## src/shutter_gpo_map.svh

```systemverilog
// register map, field positions, reset values and counts of the shutter and general output block
// assumes word-indexed registers on a 32-bit bus, byte address four times the index
//
// Functional notes
// - skip-first option drops masking in first field
// - wait programmed lines after gate line
// - emit programmed pulse count each field
// - inhibit gate pulse, train runs to count
// - shutter waveform starts at start level bit
// - shutter level flips at two toggle positions
// - separate fine waveform with own toggle pair
// - eight general signals start at own level
// - pins 1-3 select general or internal signal
// - pin4 inverted shutter, pins 5-8 vertical clocks
// - pin driven only while enable bit set
// - input override replaces internal control signals while pin not driven
// - per-output enable selects truth table result
// - pair truth table indexed by second,first
// - toggle matched on field, line, pixel
// - fine toggles update at gate or sync line
`ifndef SHUTTER_GPO_MAP_SVH
`define SHUTTER_GPO_MAP_SVH

`define IDX_MASK_CTRL 8'h74
`define IDX_PULSE_CTRL 8'h75
`define IDX_START_LEVEL 8'h76
`define IDX_TOGGLE_PAIR 8'h77
`define IDX_FINE_TOGGLE 8'h78
`define IDX_TEST_WORD 8'h79
`define IDX_PIN_CTRL 8'h7a
`define IDX_TRUTH_TABLES 8'h7b
`define IDX_T1_FIELD_LINE 8'h7c
`define IDX_T1_PIXEL 8'h7d

`define WMASK_MASK_CTRL 32'h0c00_0000
`define WMASK_PULSE_CTRL 32'h0fff_ffff
`define WMASK_START_LEVEL 32'h0000_0003
`define WMASK_TOGGLE 32'h0fff_ffff
`define WMASK_TEST_WORD 32'h03ff_ffff
`define WMASK_PIN_CTRL 32'h0fff_ffff
`define WMASK_TRUTH_TABLES 32'h00ff_ffff
`define WMASK_T1_FIELD_LINE 32'h03ff_ffff
`define WMASK_T1_PIXEL 32'h0000_1fff

`define RST_MASK_CTRL 32'h0400_0000
`define RST_PIN_CTRL 32'h0000_ff00

`define BIT_UPDATE_SELECT 26
`define BIT_SKIP_FIRST 27
`define LSB_START_DELAY 1
`define LSB_PULSE_COUNT 14
`define BIT_GATE_INHIBIT 27
`define BIT_START_LEVEL 0
`define LSB_TOGGLE_A 0
`define LSB_TOGGLE_B 14
`define LSB_SIGNAL_LEVEL 0
`define LSB_SOURCE_SELECT 8
`define LSB_DRIVE_ENABLE 16
`define LSB_INPUT_OVERRIDE 24
`define LSB_TABLE_ENABLE 0
`define LSB_TABLES 8
`define LSB_T1_FIELD 0
`define LSB_T1_LINE 13
`define LSB_T1_PIXEL 0

`define COORD_W 13
`define TOGGLE_W 14
`define ACK_LATENCY 1

`endif

```

## src/shutter_gpo_pkg.sv

```systemverilog
// types shared by the shutter and general output block
// assumes nothing beyond a SystemVerilog compiler
package shutter_gpo_pkg;
  typedef enum logic [1:0] {
    SH_IDLE = 2'b00,
    SH_DELAY = 2'b01,
    SH_RUN = 2'b10
  } shutter_state_t;
  typedef logic [12:0] coord_t;
  typedef logic [31:0] word_t;
endpackage : shutter_gpo_pkg

```

## src/shutter_gpo_ctrl.sv

```systemverilog
// shutter pulse generator and eight general outputs with a classic wishbone register slave
// assumes timing strobes are one-cycle pulses synchronous to clk_i, pixel rate equals clk_i
//
// Local design decision: register access over Wishbone.
`timescale 1ns/1ps
`default_nettype none
`include "shutter_gpo_map.svh"
module shutter_gpo_ctrl #(
  parameter int ADR_W = 10
) (
  input wire logic clk_i, // 10 MHz clock, one pixel per cycle
  input wire logic rst_i, // synchronous reset, active high
  input wire logic cyc_i, // wishbone cycle
  input wire logic stb_i, // wishbone strobe
  input wire logic we_i, // wishbone write
  input wire logic [3:0] sel_i, // wishbone byte selects
  input wire logic [ADR_W-1:0] adr_i, // wishbone byte address
  input wire shutter_gpo_pkg::word_t dat_i, // wishbone write data
  output logic [31:0] dat_o, // wishbone read data
  output logic ack_o, // wishbone acknowledge
  input wire logic vertical_sync_i, // field start pulse
  input wire logic line_start_i, // line start pulse
  input wire logic vertical_sensor_gate_line_i, // sensor gate line pulse
  input wire logic update_line_i, // sync update line pulse
  input wire logic sequence_start_i, // restarts general signals and field count
  input wire logic sensor_gate_i, // sensor gate pulse from the vertical timing
  input wire logic shutter_mask_i, // masking requested by exposure control
  input wire logic [7:1] toggle_event_i, // toggle strobes of signals 2 to 8
  input wire logic [2:0] internal_signal_i, // internal signals for pins 1 to 3
  input wire logic [3:0] vertical_clock_i, // vertical clocks 21 to 24
  input wire logic [3:0] internal_ctrl_i, // output control, hblank, clamp, precharge blank
  input wire logic [7:0] pin_i, // pin input levels
  output logic [7:0] pin_o, // pin output levels
  output logic [7:0] pin_oe_o, // pin drive enables
  output logic [3:0] ctrl_o, // control signals after override
  output logic sensor_gate_o, // sensor gate after inhibit
  output logic substrate_clock_o, // shutter waveform
  output logic fine_substrate_clock_o // fine shutter waveform
);
  import shutter_gpo_pkg::*;

  word_t reg_mask_ctrl, reg_pulse_ctrl, reg_start_level, reg_toggle, reg_fine;
  word_t reg_test, reg_pin, reg_tables, reg_t1_fl, reg_t1_px;
  word_t next_mask_ctrl, next_pulse_ctrl, next_start_level, next_toggle, next_fine;
  word_t next_test, next_pin, next_tables, next_t1_fl, next_t1_px;

  // copies that the waveform logic actually uses
  word_t act_pulse_ctrl, act_start_level, act_toggle, act_fine, act_pin, act_tables, act_t1_fl, act_t1_px;
  word_t next_act_pulse_ctrl, next_act_start_level, next_act_toggle, next_act_fine;
  word_t next_act_pin, next_act_tables, next_act_t1_fl, next_act_t1_px;
  logic act_skip, next_act_skip;

  logic next_ack;
  logic [31:0] next_dat;

  coord_t pixel_cnt, line_cnt, field_cnt;
  coord_t next_pixel_cnt, next_line_cnt, next_field_cnt;

  shutter_state_t sh_state, next_sh_state;
  coord_t lines_left, next_lines_left, pulses_done, next_pulses_done;
  logic sub_lvl, next_sub_lvl, fine_lvl, next_fine_lvl, mask_prev, next_mask_prev;
  logic mask_first, next_mask_first, sg_out, next_sg_out;

  logic [7:0] gp, next_gp, pin_q, next_pin_q, oe_q, next_oe_q;
  logic [3:0] ctrl_q, next_ctrl_q;

  logic req;
  logic [7:0] idx;
  word_t wmask;
  word_t rdata;
  logic masked;
  logic [`TOGGLE_W-1:0] pix14;
  logic t1_match;
  logic [3:0] table_res;
  logic [7:0] src;
  logic [7:0] internal_sel;
  logic [3:0] pair_tab;

  assign req = cyc_i && stb_i && !ack_o;
  assign idx = adr_i[9:2];
  assign wmask = {{8{sel_i[3]}}, {8{sel_i[2]}}, {8{sel_i[1]}}, {8{sel_i[0]}}};
  assign pix14 = {1'b0, pixel_cnt};

  // byte-lane merge clipped to the implemented bits
  function automatic word_t merge(input word_t old, input word_t wd, input word_t lanes, input word_t imp);
    merge = ((old & ~lanes) | (wd & lanes)) & imp;
  endfunction : merge

  always_comb begin
    unique case (idx)
      `IDX_MASK_CTRL: rdata = reg_mask_ctrl;
      `IDX_PULSE_CTRL: rdata = reg_pulse_ctrl;
      `IDX_START_LEVEL: rdata = reg_start_level;
      `IDX_TOGGLE_PAIR: rdata = reg_toggle;
      `IDX_FINE_TOGGLE: rdata = reg_fine;
      `IDX_TEST_WORD: rdata = reg_test;
      `IDX_PIN_CTRL: rdata = reg_pin;
      `IDX_TRUTH_TABLES: rdata = reg_tables;
      `IDX_T1_FIELD_LINE: rdata = reg_t1_fl;
      `IDX_T1_PIXEL: rdata = reg_t1_px;
      default: rdata = 32'h0000_0000;
    endcase
  end

  // register slave: one wait state, unmapped reads zero, unmapped writes dropped
  always_comb begin
    next_mask_ctrl = reg_mask_ctrl;
    next_pulse_ctrl = reg_pulse_ctrl;
    next_start_level = reg_start_level;
    next_toggle = reg_toggle;
    next_fine = reg_fine;
    next_test = reg_test;
    next_pin = reg_pin;
    next_tables = reg_tables;
    next_t1_fl = reg_t1_fl;
    next_t1_px = reg_t1_px;
    next_ack = req;
    next_dat = dat_o;
    if (req && !we_i) begin
      next_dat = rdata;
    end
    // write lands at the edge where the master samples ack
    if (cyc_i && stb_i && we_i && ack_o) begin
      unique case (idx)
        `IDX_MASK_CTRL: next_mask_ctrl = merge(reg_mask_ctrl, dat_i, wmask, `WMASK_MASK_CTRL);
        `IDX_PULSE_CTRL: next_pulse_ctrl = merge(reg_pulse_ctrl, dat_i, wmask, `WMASK_PULSE_CTRL);
        `IDX_START_LEVEL: next_start_level = merge(reg_start_level, dat_i, wmask, `WMASK_START_LEVEL);
        `IDX_TOGGLE_PAIR: next_toggle = merge(reg_toggle, dat_i, wmask, `WMASK_TOGGLE);
        `IDX_FINE_TOGGLE: next_fine = merge(reg_fine, dat_i, wmask, `WMASK_TOGGLE);
        `IDX_TEST_WORD: next_test = merge(reg_test, dat_i, wmask, `WMASK_TEST_WORD);
        `IDX_PIN_CTRL: next_pin = merge(reg_pin, dat_i, wmask, `WMASK_PIN_CTRL);
        `IDX_TRUTH_TABLES: next_tables = merge(reg_tables, dat_i, wmask, `WMASK_TRUTH_TABLES);
        `IDX_T1_FIELD_LINE: next_t1_fl = merge(reg_t1_fl, dat_i, wmask, `WMASK_T1_FIELD_LINE);
        `IDX_T1_PIXEL: next_t1_px = merge(reg_t1_px, dat_i, wmask, `WMASK_T1_PIXEL);
        default: begin
        end
      endcase
    end
  end

  // settings other than the update select bit take effect only at their update points
  always_comb begin
    next_act_pulse_ctrl = act_pulse_ctrl;
    next_act_start_level = act_start_level;
    next_act_toggle = act_toggle;
    next_act_fine = act_fine;
    next_act_skip = act_skip;
    next_act_pin = act_pin;
    next_act_tables = act_tables;
    next_act_t1_fl = act_t1_fl;
    next_act_t1_px = act_t1_px;
    if (vertical_sync_i) begin
      next_act_pulse_ctrl = reg_pulse_ctrl;
      next_act_start_level = reg_start_level;
      next_act_toggle = reg_toggle;
      next_act_pin = reg_pin;
      next_act_tables = reg_tables;
      next_act_t1_fl = reg_t1_fl;
      next_act_t1_px = reg_t1_px;
    end
    if ((!reg_mask_ctrl[`BIT_UPDATE_SELECT] && vertical_sensor_gate_line_i) ||
        (reg_mask_ctrl[`BIT_UPDATE_SELECT] && update_line_i)) begin
      next_act_fine = reg_fine;
      next_act_skip = reg_mask_ctrl[`BIT_SKIP_FIRST];
    end
  end

  // running field, line and pixel position
  always_comb begin
    next_pixel_cnt = pixel_cnt + 13'h0001;
    next_line_cnt = line_cnt;
    next_field_cnt = field_cnt;
    if (line_start_i) begin
      next_pixel_cnt = 13'h0000;
      next_line_cnt = line_cnt + 13'h0001;
    end
    if (vertical_sync_i) begin
      next_pixel_cnt = 13'h0000;
      next_line_cnt = 13'h0000;
      next_field_cnt = field_cnt + 13'h0001;
    end
    if (sequence_start_i) begin
      next_field_cnt = 13'h0000;
    end
  end

  assign masked = shutter_mask_i && !(act_skip && mask_first);

  // shutter pulse train: one pulse per line after the programmed delay
  always_comb begin
    next_sh_state = sh_state;
    next_lines_left = lines_left;
    next_pulses_done = pulses_done;
    next_sub_lvl = sub_lvl;
    next_fine_lvl = fine_lvl;
    next_mask_prev = mask_prev;
    next_mask_first = mask_first;
    next_sg_out = sensor_gate_i && !act_pulse_ctrl[`BIT_GATE_INHIBIT];
    if (vertical_sync_i) begin
      next_mask_first = shutter_mask_i && !mask_prev;
      next_mask_prev = shutter_mask_i;
    end
    unique case (sh_state)
      SH_IDLE: begin
        next_sub_lvl = act_start_level[`BIT_START_LEVEL];
        next_fine_lvl = act_start_level[`BIT_START_LEVEL];
      end
      SH_DELAY: begin
        if (line_start_i) begin
          if (lines_left == 13'h0000) begin
            next_sh_state = (act_pulse_ctrl[`LSB_PULSE_COUNT +: `COORD_W] == 13'h0000) ? SH_IDLE : SH_RUN;
            next_pulses_done = 13'h0000;
          end else begin
            next_lines_left = lines_left - 13'h0001;
          end
        end
      end
      SH_RUN: begin
        if (line_start_i) begin
          next_sub_lvl = act_start_level[`BIT_START_LEVEL];
          next_fine_lvl = act_start_level[`BIT_START_LEVEL];
          next_pulses_done = pulses_done + 13'h0001;
          if (pulses_done + 13'h0001 == act_pulse_ctrl[`LSB_PULSE_COUNT +: `COORD_W]) begin
            next_sh_state = SH_IDLE;
          end
        end else if (!masked) begin
          if (pix14 == act_toggle[`LSB_TOGGLE_A +: `TOGGLE_W] ||
              pix14 == act_toggle[`LSB_TOGGLE_B +: `TOGGLE_W]) begin
            next_sub_lvl = !sub_lvl;
          end
          if (pix14 == act_fine[`LSB_TOGGLE_A +: `TOGGLE_W] ||
              pix14 == act_fine[`LSB_TOGGLE_B +: `TOGGLE_W]) begin
            next_fine_lvl = !fine_lvl;
          end
        end
      end
      default: begin
        next_sh_state = SH_IDLE;
      end
    endcase
    // a gate line restarts the train unless the gate is inhibited while the train is not idle
    if (vertical_sensor_gate_line_i && (sh_state == SH_IDLE || !act_pulse_ctrl[`BIT_GATE_INHIBIT])) begin
      next_sh_state = SH_DELAY;
      next_lines_left = act_pulse_ctrl[`LSB_START_DELAY +: `COORD_W];
      next_sub_lvl = act_start_level[`BIT_START_LEVEL];
      next_fine_lvl = act_start_level[`BIT_START_LEVEL];
    end
  end

  assign t1_match = (field_cnt == act_t1_fl[`LSB_T1_FIELD +: `COORD_W]) &&
                    (line_cnt == act_t1_fl[`LSB_T1_LINE +: `COORD_W]) &&
                    (pixel_cnt == act_t1_px[`LSB_T1_PIXEL +: `COORD_W]);

  always_comb begin
    table_res = 4'h0;
    for (int p = 0; p < 4; p++) begin
      pair_tab = act_tables[`LSB_TABLES + 4 * p +: 4];
      table_res[p] = pair_tab[{gp[2 * p + 1], gp[2 * p]}];
    end
  end

  // general signals, source choice and pin drive
  always_comb begin
    next_gp = gp;
    if (sequence_start_i) begin
      next_gp = act_pin[`LSB_SIGNAL_LEVEL +: 8];
    end else begin
      next_gp[0] = gp[0] ^ t1_match;
      next_gp[7:1] = gp[7:1] ^ toggle_event_i;
    end
    internal_sel = {vertical_clock_i, !sub_lvl, internal_signal_i};
    for (int i = 0; i < 8; i++) begin
      src[i] = act_tables[`LSB_TABLE_ENABLE + i] ? table_res[i / 2] : gp[i];
    end
    for (int i = 0; i < 8; i++) begin
      next_pin_q[i] = act_pin[`LSB_SOURCE_SELECT + i] ? src[i] : internal_sel[i];
    end
    next_oe_q = act_pin[`LSB_DRIVE_ENABLE +: 8];
    for (int k = 0; k < 4; k++) begin
      next_ctrl_q[k] = (act_pin[`LSB_INPUT_OVERRIDE + k] && !act_pin[`LSB_DRIVE_ENABLE + 4 + k]) ?
                       pin_i[4 + k] : internal_ctrl_i[k];
    end
  end

  always_ff @(posedge clk_i) begin
    if (rst_i) begin
      reg_mask_ctrl <= `RST_MASK_CTRL;
      reg_pulse_ctrl <= 32'h0000_0000;
      reg_start_level <= 32'h0000_0000;
      reg_toggle <= 32'h0000_0000;
      reg_fine <= 32'h0000_0000;
      reg_test <= 32'h0000_0000;
      reg_pin <= `RST_PIN_CTRL;
      reg_tables <= 32'h0000_0000;
      reg_t1_fl <= 32'h0000_0000;
      reg_t1_px <= 32'h0000_0000;
      ack_o <= 1'b0;
      dat_o <= 32'h0000_0000;
    end else begin
      reg_mask_ctrl <= next_mask_ctrl;
      reg_pulse_ctrl <= next_pulse_ctrl;
      reg_start_level <= next_start_level;
      reg_toggle <= next_toggle;
      reg_fine <= next_fine;
      reg_test <= next_test;
      reg_pin <= next_pin;
      reg_tables <= next_tables;
      reg_t1_fl <= next_t1_fl;
      reg_t1_px <= next_t1_px;
      ack_o <= next_ack;
      dat_o <= next_dat;
    end
  end

  always_ff @(posedge clk_i) begin
    if (rst_i) begin
      act_pulse_ctrl <= 32'h0000_0000;
      act_start_level <= 32'h0000_0000;
      act_toggle <= 32'h0000_0000;
      act_fine <= 32'h0000_0000;
      act_skip <= 1'b0;
      act_pin <= `RST_PIN_CTRL;
      act_tables <= 32'h0000_0000;
      act_t1_fl <= 32'h0000_0000;
      act_t1_px <= 32'h0000_0000;
    end else begin
      act_pulse_ctrl <= next_act_pulse_ctrl;
      act_start_level <= next_act_start_level;
      act_toggle <= next_act_toggle;
      act_fine <= next_act_fine;
      act_skip <= next_act_skip;
      act_pin <= next_act_pin;
      act_tables <= next_act_tables;
      act_t1_fl <= next_act_t1_fl;
      act_t1_px <= next_act_t1_px;
    end
  end

  always_ff @(posedge clk_i) begin
    if (rst_i) begin
      pixel_cnt <= 13'h0000;
      line_cnt <= 13'h0000;
      field_cnt <= 13'h0000;
    end else begin
      pixel_cnt <= next_pixel_cnt;
      line_cnt <= next_line_cnt;
      field_cnt <= next_field_cnt;
    end
  end

  always_ff @(posedge clk_i) begin
    if (rst_i) begin
      sh_state <= SH_IDLE;
      lines_left <= 13'h0000;
      pulses_done <= 13'h0000;
      sub_lvl <= 1'b0;
      fine_lvl <= 1'b0;
      mask_prev <= 1'b0;
      mask_first <= 1'b0;
      sg_out <= 1'b0;
    end else begin
      sh_state <= next_sh_state;
      lines_left <= next_lines_left;
      pulses_done <= next_pulses_done;
      sub_lvl <= next_sub_lvl;
      fine_lvl <= next_fine_lvl;
      mask_prev <= next_mask_prev;
      mask_first <= next_mask_first;
      sg_out <= next_sg_out;
    end
  end

  always_ff @(posedge clk_i) begin
    if (rst_i) begin
      gp <= 8'h00;
      pin_q <= 8'h00;
      oe_q <= 8'h00;
      ctrl_q <= 4'h0;
    end else begin
      gp <= next_gp;
      pin_q <= next_pin_q;
      oe_q <= next_oe_q;
      ctrl_q <= next_ctrl_q;
    end
  end

  assign pin_o = pin_q;
  assign pin_oe_o = oe_q;
  assign ctrl_o = ctrl_q;
  assign sensor_gate_o = sg_out;
  assign substrate_clock_o = sub_lvl;
  assign fine_substrate_clock_o = fine_lvl;
endmodule : shutter_gpo_ctrl
`default_nettype wire

```

## config.mk

```make
export PLATFORM = sky130hd
export DESIGN_NAME = shutter_gpo_ctrl
export DESIGN_NICKNAME = d
export VERILOG_FILES = /design/src/shutter_gpo_pkg.sv /design/src/shutter_gpo_ctrl.sv
export VERILOG_INCLUDE_DIRS = /design/src
export SDC_FILE = /design/constraint.sdc
export NUM_CORES = 1
export LEC_CHECK = 0
export BUFFER_PORTS_ARGS = -buffer_cell sky130_fd_sc_hd__buf_2
export CAP_MARGIN = 20
export CORE_MARGIN = 10
export CORE_UTILIZATION = 52
export CTS_CLUSTER_DIAMETER = 100
export DETAILED_ROUTE_END_ITERATION = 12
export PLACE_DENSITY = 0.7
export RECOVER_POWER = 25
export SKIP_CTS_REPAIR_TIMING = 1
export SYNTH_ARGS = -nofsm -noshare
export SYNTH_HDL_FRONTEND = slang
export SYNTH_SLANG_ARGS = --single-unit
```

## constraint.sdc

```tcl
create_clock -name clk_i -period 2.57 [get_ports clk_i]
set_input_delay 0.257 -clock clk_i [delete_from_list [all_inputs] [get_ports clk_i]]
set_output_delay 0.257 -clock clk_i [all_outputs]
set_load 0.05 [all_outputs]
```

==> results.txt <==
The flow ran to the end, but the final reports show violations. The checks that failed: negative hold slack, max-capacitance violations, max-slew violations. In the synthesized netlist the async set-or-reset flop fraction comes to 0%.

The clock skew after layout is roughly 26 ps. The number of buffers inserted by port buffering came out at around 130. The via count of the first global-routing pass came out at around 18k. The post-route total power is 0.0167 W.

The power spent charging and discharging nets is slightly below 0.004 W. The filler cell count came out at ~3.7k. The layout cell share with drive strength beyond 1 is a little under an eighth. The clock passes through at most 3 buffers. The part of the Yosys area used for sequential elements is between 40% and 50%.

After detailed placement, the total cell area comes to around 0.024 sq mm. The max capacitance violation total came out at 2. Across all register-to-register paths, the minimum setup slack is about 270 ps. The area share of and/or/nand/nor cells after synthesis is about a fifth.

The number of enable-type register cells in the synthesized netlist came out at 0. The clock latency on the worst-skew pair is approximately 600 ps. Summing the areas of all fa, ha and maj instances in the mapped netlist gives less than 1% of the synthesized area. The count of pins over their slew limit came out at approximately 120. The register area came out at 0.0102 sq mm.

The startpoint identified for the worst hold timing path is vertical_clock_i[3]. Setup repair after global routing left no endpoint under its margin. The path with the worst hold slack has its endpoint at pin_o[7]$_SDFF_PP0_. The largest net degree at the start of global routing came out at between 150 and 200. The routed wire length came out at around 74000 um.

The highest fanout seen on the critical path is 3. For this design the ratio of total power to cell area is 650 mW/mm^2. The final critical-path share of the clock period came out at between 80% and 90%. The combinational cell fraction of total power is 5.6%. Measured along the x axis, the die boundary spans between 200 and 250 um. For this block, the initial DRC count from the detailed router was 2011. The number of vias per cell after detailed routing is 6.00. The length in cells of the worst reg-to-reg path came out at 5.

The final-layout worst hold slack came out at -30.1 ps. After synthesis the netlist holds a flip-flop and latch count of 510. The transition time at the pin with the least slew margin came out at around 2000 ps. The post-layout instance area came out at 0.0257 sq mm. The CTS sink count came out at 510. The smallest clock period supported by the final layout is computed as ~2300 ps. In the synthesized netlist the dominant register cell turns out to be dfxtp_1. The tree is rooted in a clkbuf_16. The average cell area after synthesis came out at approximately 8.9 sq um. The share of total power consumed by net switching is a little under a quarter. Derived from the worst setup path, the maximum achievable clock frequency is roughly 440 MHz. The routability congestion estimate from global placement came out at slightly below 1. The internal portion of total power is between 0.01 and 0.015 W.

The detailed-routing iteration count for the pre-antenna-repair pass came out at 8. The worst hold path passes through 3 cells. The first global-routing pass estimated about 110000 um of wire. The commonest cells after synthesis are dfxtp_1 (510), nor2_1 (356), mux2i_1 (280), nand2_1 (264), a21oi_1 (171). The number of antenna cells inserted is 0. Summing every instance area after synthesis gives around 0.022 sq mm. The warning count from the yosys run is 0.

The worst min-delay path category is in2reg. The final layout contains 2733 nets. The total clock buffers created by CTS came out at 52. The overall routing resource usage is between 20% and 30%. Summed over all nets, the half-perimeter wirelength after detailed placement is roughly 54000 um.

Once detail routing completed, the nets flagged for antenna violations numbered 0. The H-tree generated during clock tree synthesis spans 2 levels. After technology mapping, the gate count stands at 2516. dfxtp_1 takes more of the synthesized area than any other cell. The global-route met2 utilization is between 40% and 50%. The layout-stage area growth over the synthesis result is 14.8%. The starting density of the core is a little over half. The count of placed standard cells including taps came out at between 3k and 4k. Measured against its own limit, the worst slew margin works out to -35.0%.

The detailed-route wire length per cell is between 20 and 25 um. After detailed routing, the number of remaining DRC violations is 0. In this run the critical register-to-register path is launched from line_cnt[10]$_SDFFE_PP0P_. By area, the combinational part of the netlist is dominated by simple AND/OR/NAND/NOR gates. The setup violation total in the final timing report came out at 0. The number of cell rows came out at 75. The multiplexer share of the synthesized area came out at a little over an eighth.

The global-route met1 utilization is 36.4%. The distinct cell type count of the synthesized netlist is 71. TritonCTS built the clock tree. STA classifies the critical path endpoint as a register. In this run the static leakage power is between 10 and 15 nW. The full die area is around 0.052 sq mm.

The share of total power in sequential cells is 47.8%. The core region is 0.0422 sq mm. For this run the aggregate overflow at the end of global routing stands at 0. The number of antenna violations at the first check in global routing is 1. In the final layout, the multi-input gates occupy 0.0113 sq mm. dfxtp_1 is the most common cell in the netlist. In this run, the clock network consumes between 40% and 50% of the power. Of the total synthesized cell area, the portion taken by XOR and XNOR cells is slightly above 6%. Ranked by total cell area, the synthesized netlist is headed by dfxtp_1 (46%), mux2i_1 (13%), nor2_1 (6.0%). The clock-pin slew reported for the worst setup and hold paths after clock tree synthesis came out at approximately 60 ps. The type of element launching the critical path is a register. IR analysis of the VDD net gives a maximum drop of around 0.00056 V.

The endpoint arrival time on the critical path is around 2800 ps. The number of endpoints with negative hold slack in the final report is 5. The number of primary I/O pins is between 100 and 150.

The data required time of the critical path came out at 3060 ps. The total negative slack came out at 0 ps. The count of cells in the finished layout, fillers not included, comes to 3222.

The top cell type by area accounts for 45.6% of the synthesized area. The busiest layer in global routing is met2. The met3 usage is approximately 5.3%.

The share of the synthesized area in compound gates (AO/OA/AOI/OAI) is 12.0%. In this run the critical register-to-register path is captured at gp[0]$_SDFF_PP0_. The detailed-route via count is approximately 19k. From bottom edge to top edge, the die measures 227 um. The startpoint-to-endpoint class of the critical path is reg2reg.
==> placed cells by master (no fill, tap or decap), types with 16 or more instances in the layout <==
cell / count
nor2_1: 356
nor3_1: 34
a21oi_1: 171
nand2_1: 264
nand3b_1: 16
clkbuf_1: 48
nand3_1: 56
xor2_1: 133
buf_4: 95
dlygate4sd3_1: 21
nor2b_1: 29
buf_2: 89
a22oi_1: 18
nor4_1: 28
mux2i_1: 279
a211oi_1: 19
clkbuf_16: 53
nand4_1: 26
dfxtp_1: 510
o21ai_0: 137
xnor2_1: 24
==> worst max path at each step <==
stage | from | endpoint | slack, ps | cells past startpoint
floorplan | ack_o$_SDFF_PP0_ | register | 410 | 7
global route | vertical_sync_i | act_toggle[5]$_SDFFE_PP0P_ | 170 | 4
global placement | adr_i[4] | dat_o[10]$_SDFFE_PP0P_ | 330 | 7
CTS | line_cnt[10]$_SDFFE_PP0P_ | gp[0]$_SDFF_PP0_ | 340 | 5
detailed placement | adr_i[9] | register | 250 | 7
finish | line_cnt[10]$_SDFFE_PP0P_ | gp[0]$_SDFF_PP0_ | 270 | 5
==> critical path, stage by stage (launching register included) <==
cell,delay (ps)
dfxtp_1,340
xor2_1,180
nor4_1,600
nand4_1,210
or4_1,570
a311oi_1,300
==> metal layers <==
| metal | part of all wire (%) | routed length [um] |
|---|---|---|
| met1 | 42 | 31100 |
| met2 | 45 | 33400 |
| met3 | 8.0 | 5910 |
| met4 | 4.6 | 3370 |
| met5 | 0 | 0 |
==> through the flow <==
| step | setup WS [ps] | util [%] |
|---|---|---|
| floorplan | 414 | - |
| global placement | 327 | 56.4 |
| detailed placement | 255 | 56.4 |
| CTS | 335 | 60.5 |
| global route | 166 | 60.8 |
| finish | 272 | 60.8 |
==> kinds of logic after synthesis <==
group           count (synthesis)
flops                         510
xor+xnor                      157
fa+ha+maj                       5
other cells                     1
buf+inv                       197
compound gates                450
mux                           294
simple gates                  902
==> cell type report <==
class / instances / area share [%]
clock buffer: 73 / 5.73
clock inverter: 20 / 1.01
inverter: 16 / 0.234
multi-input combinational: 1812 / 44.2
sequential: 510 / 39.8
tap: 539 / 2.63
timing repair buffer: 252 / 6.48
==> power groups by stage <==
stage | sequential, W | clock, W | combinational (W)
global route | 0.00799 | 0.00818 | 0.000976
finish | 0.00798 | 0.00778 | 0.000930
CTS | 0.00798 | 0.00786 | 0.000889
global placement | 0.00816 | 0 | 0.000872
floorplan | 0.00819 | 0 | 0.000507
detailed placement | 0.00816 | 0 | 0.000886
(Power assumes the default switching activity.)
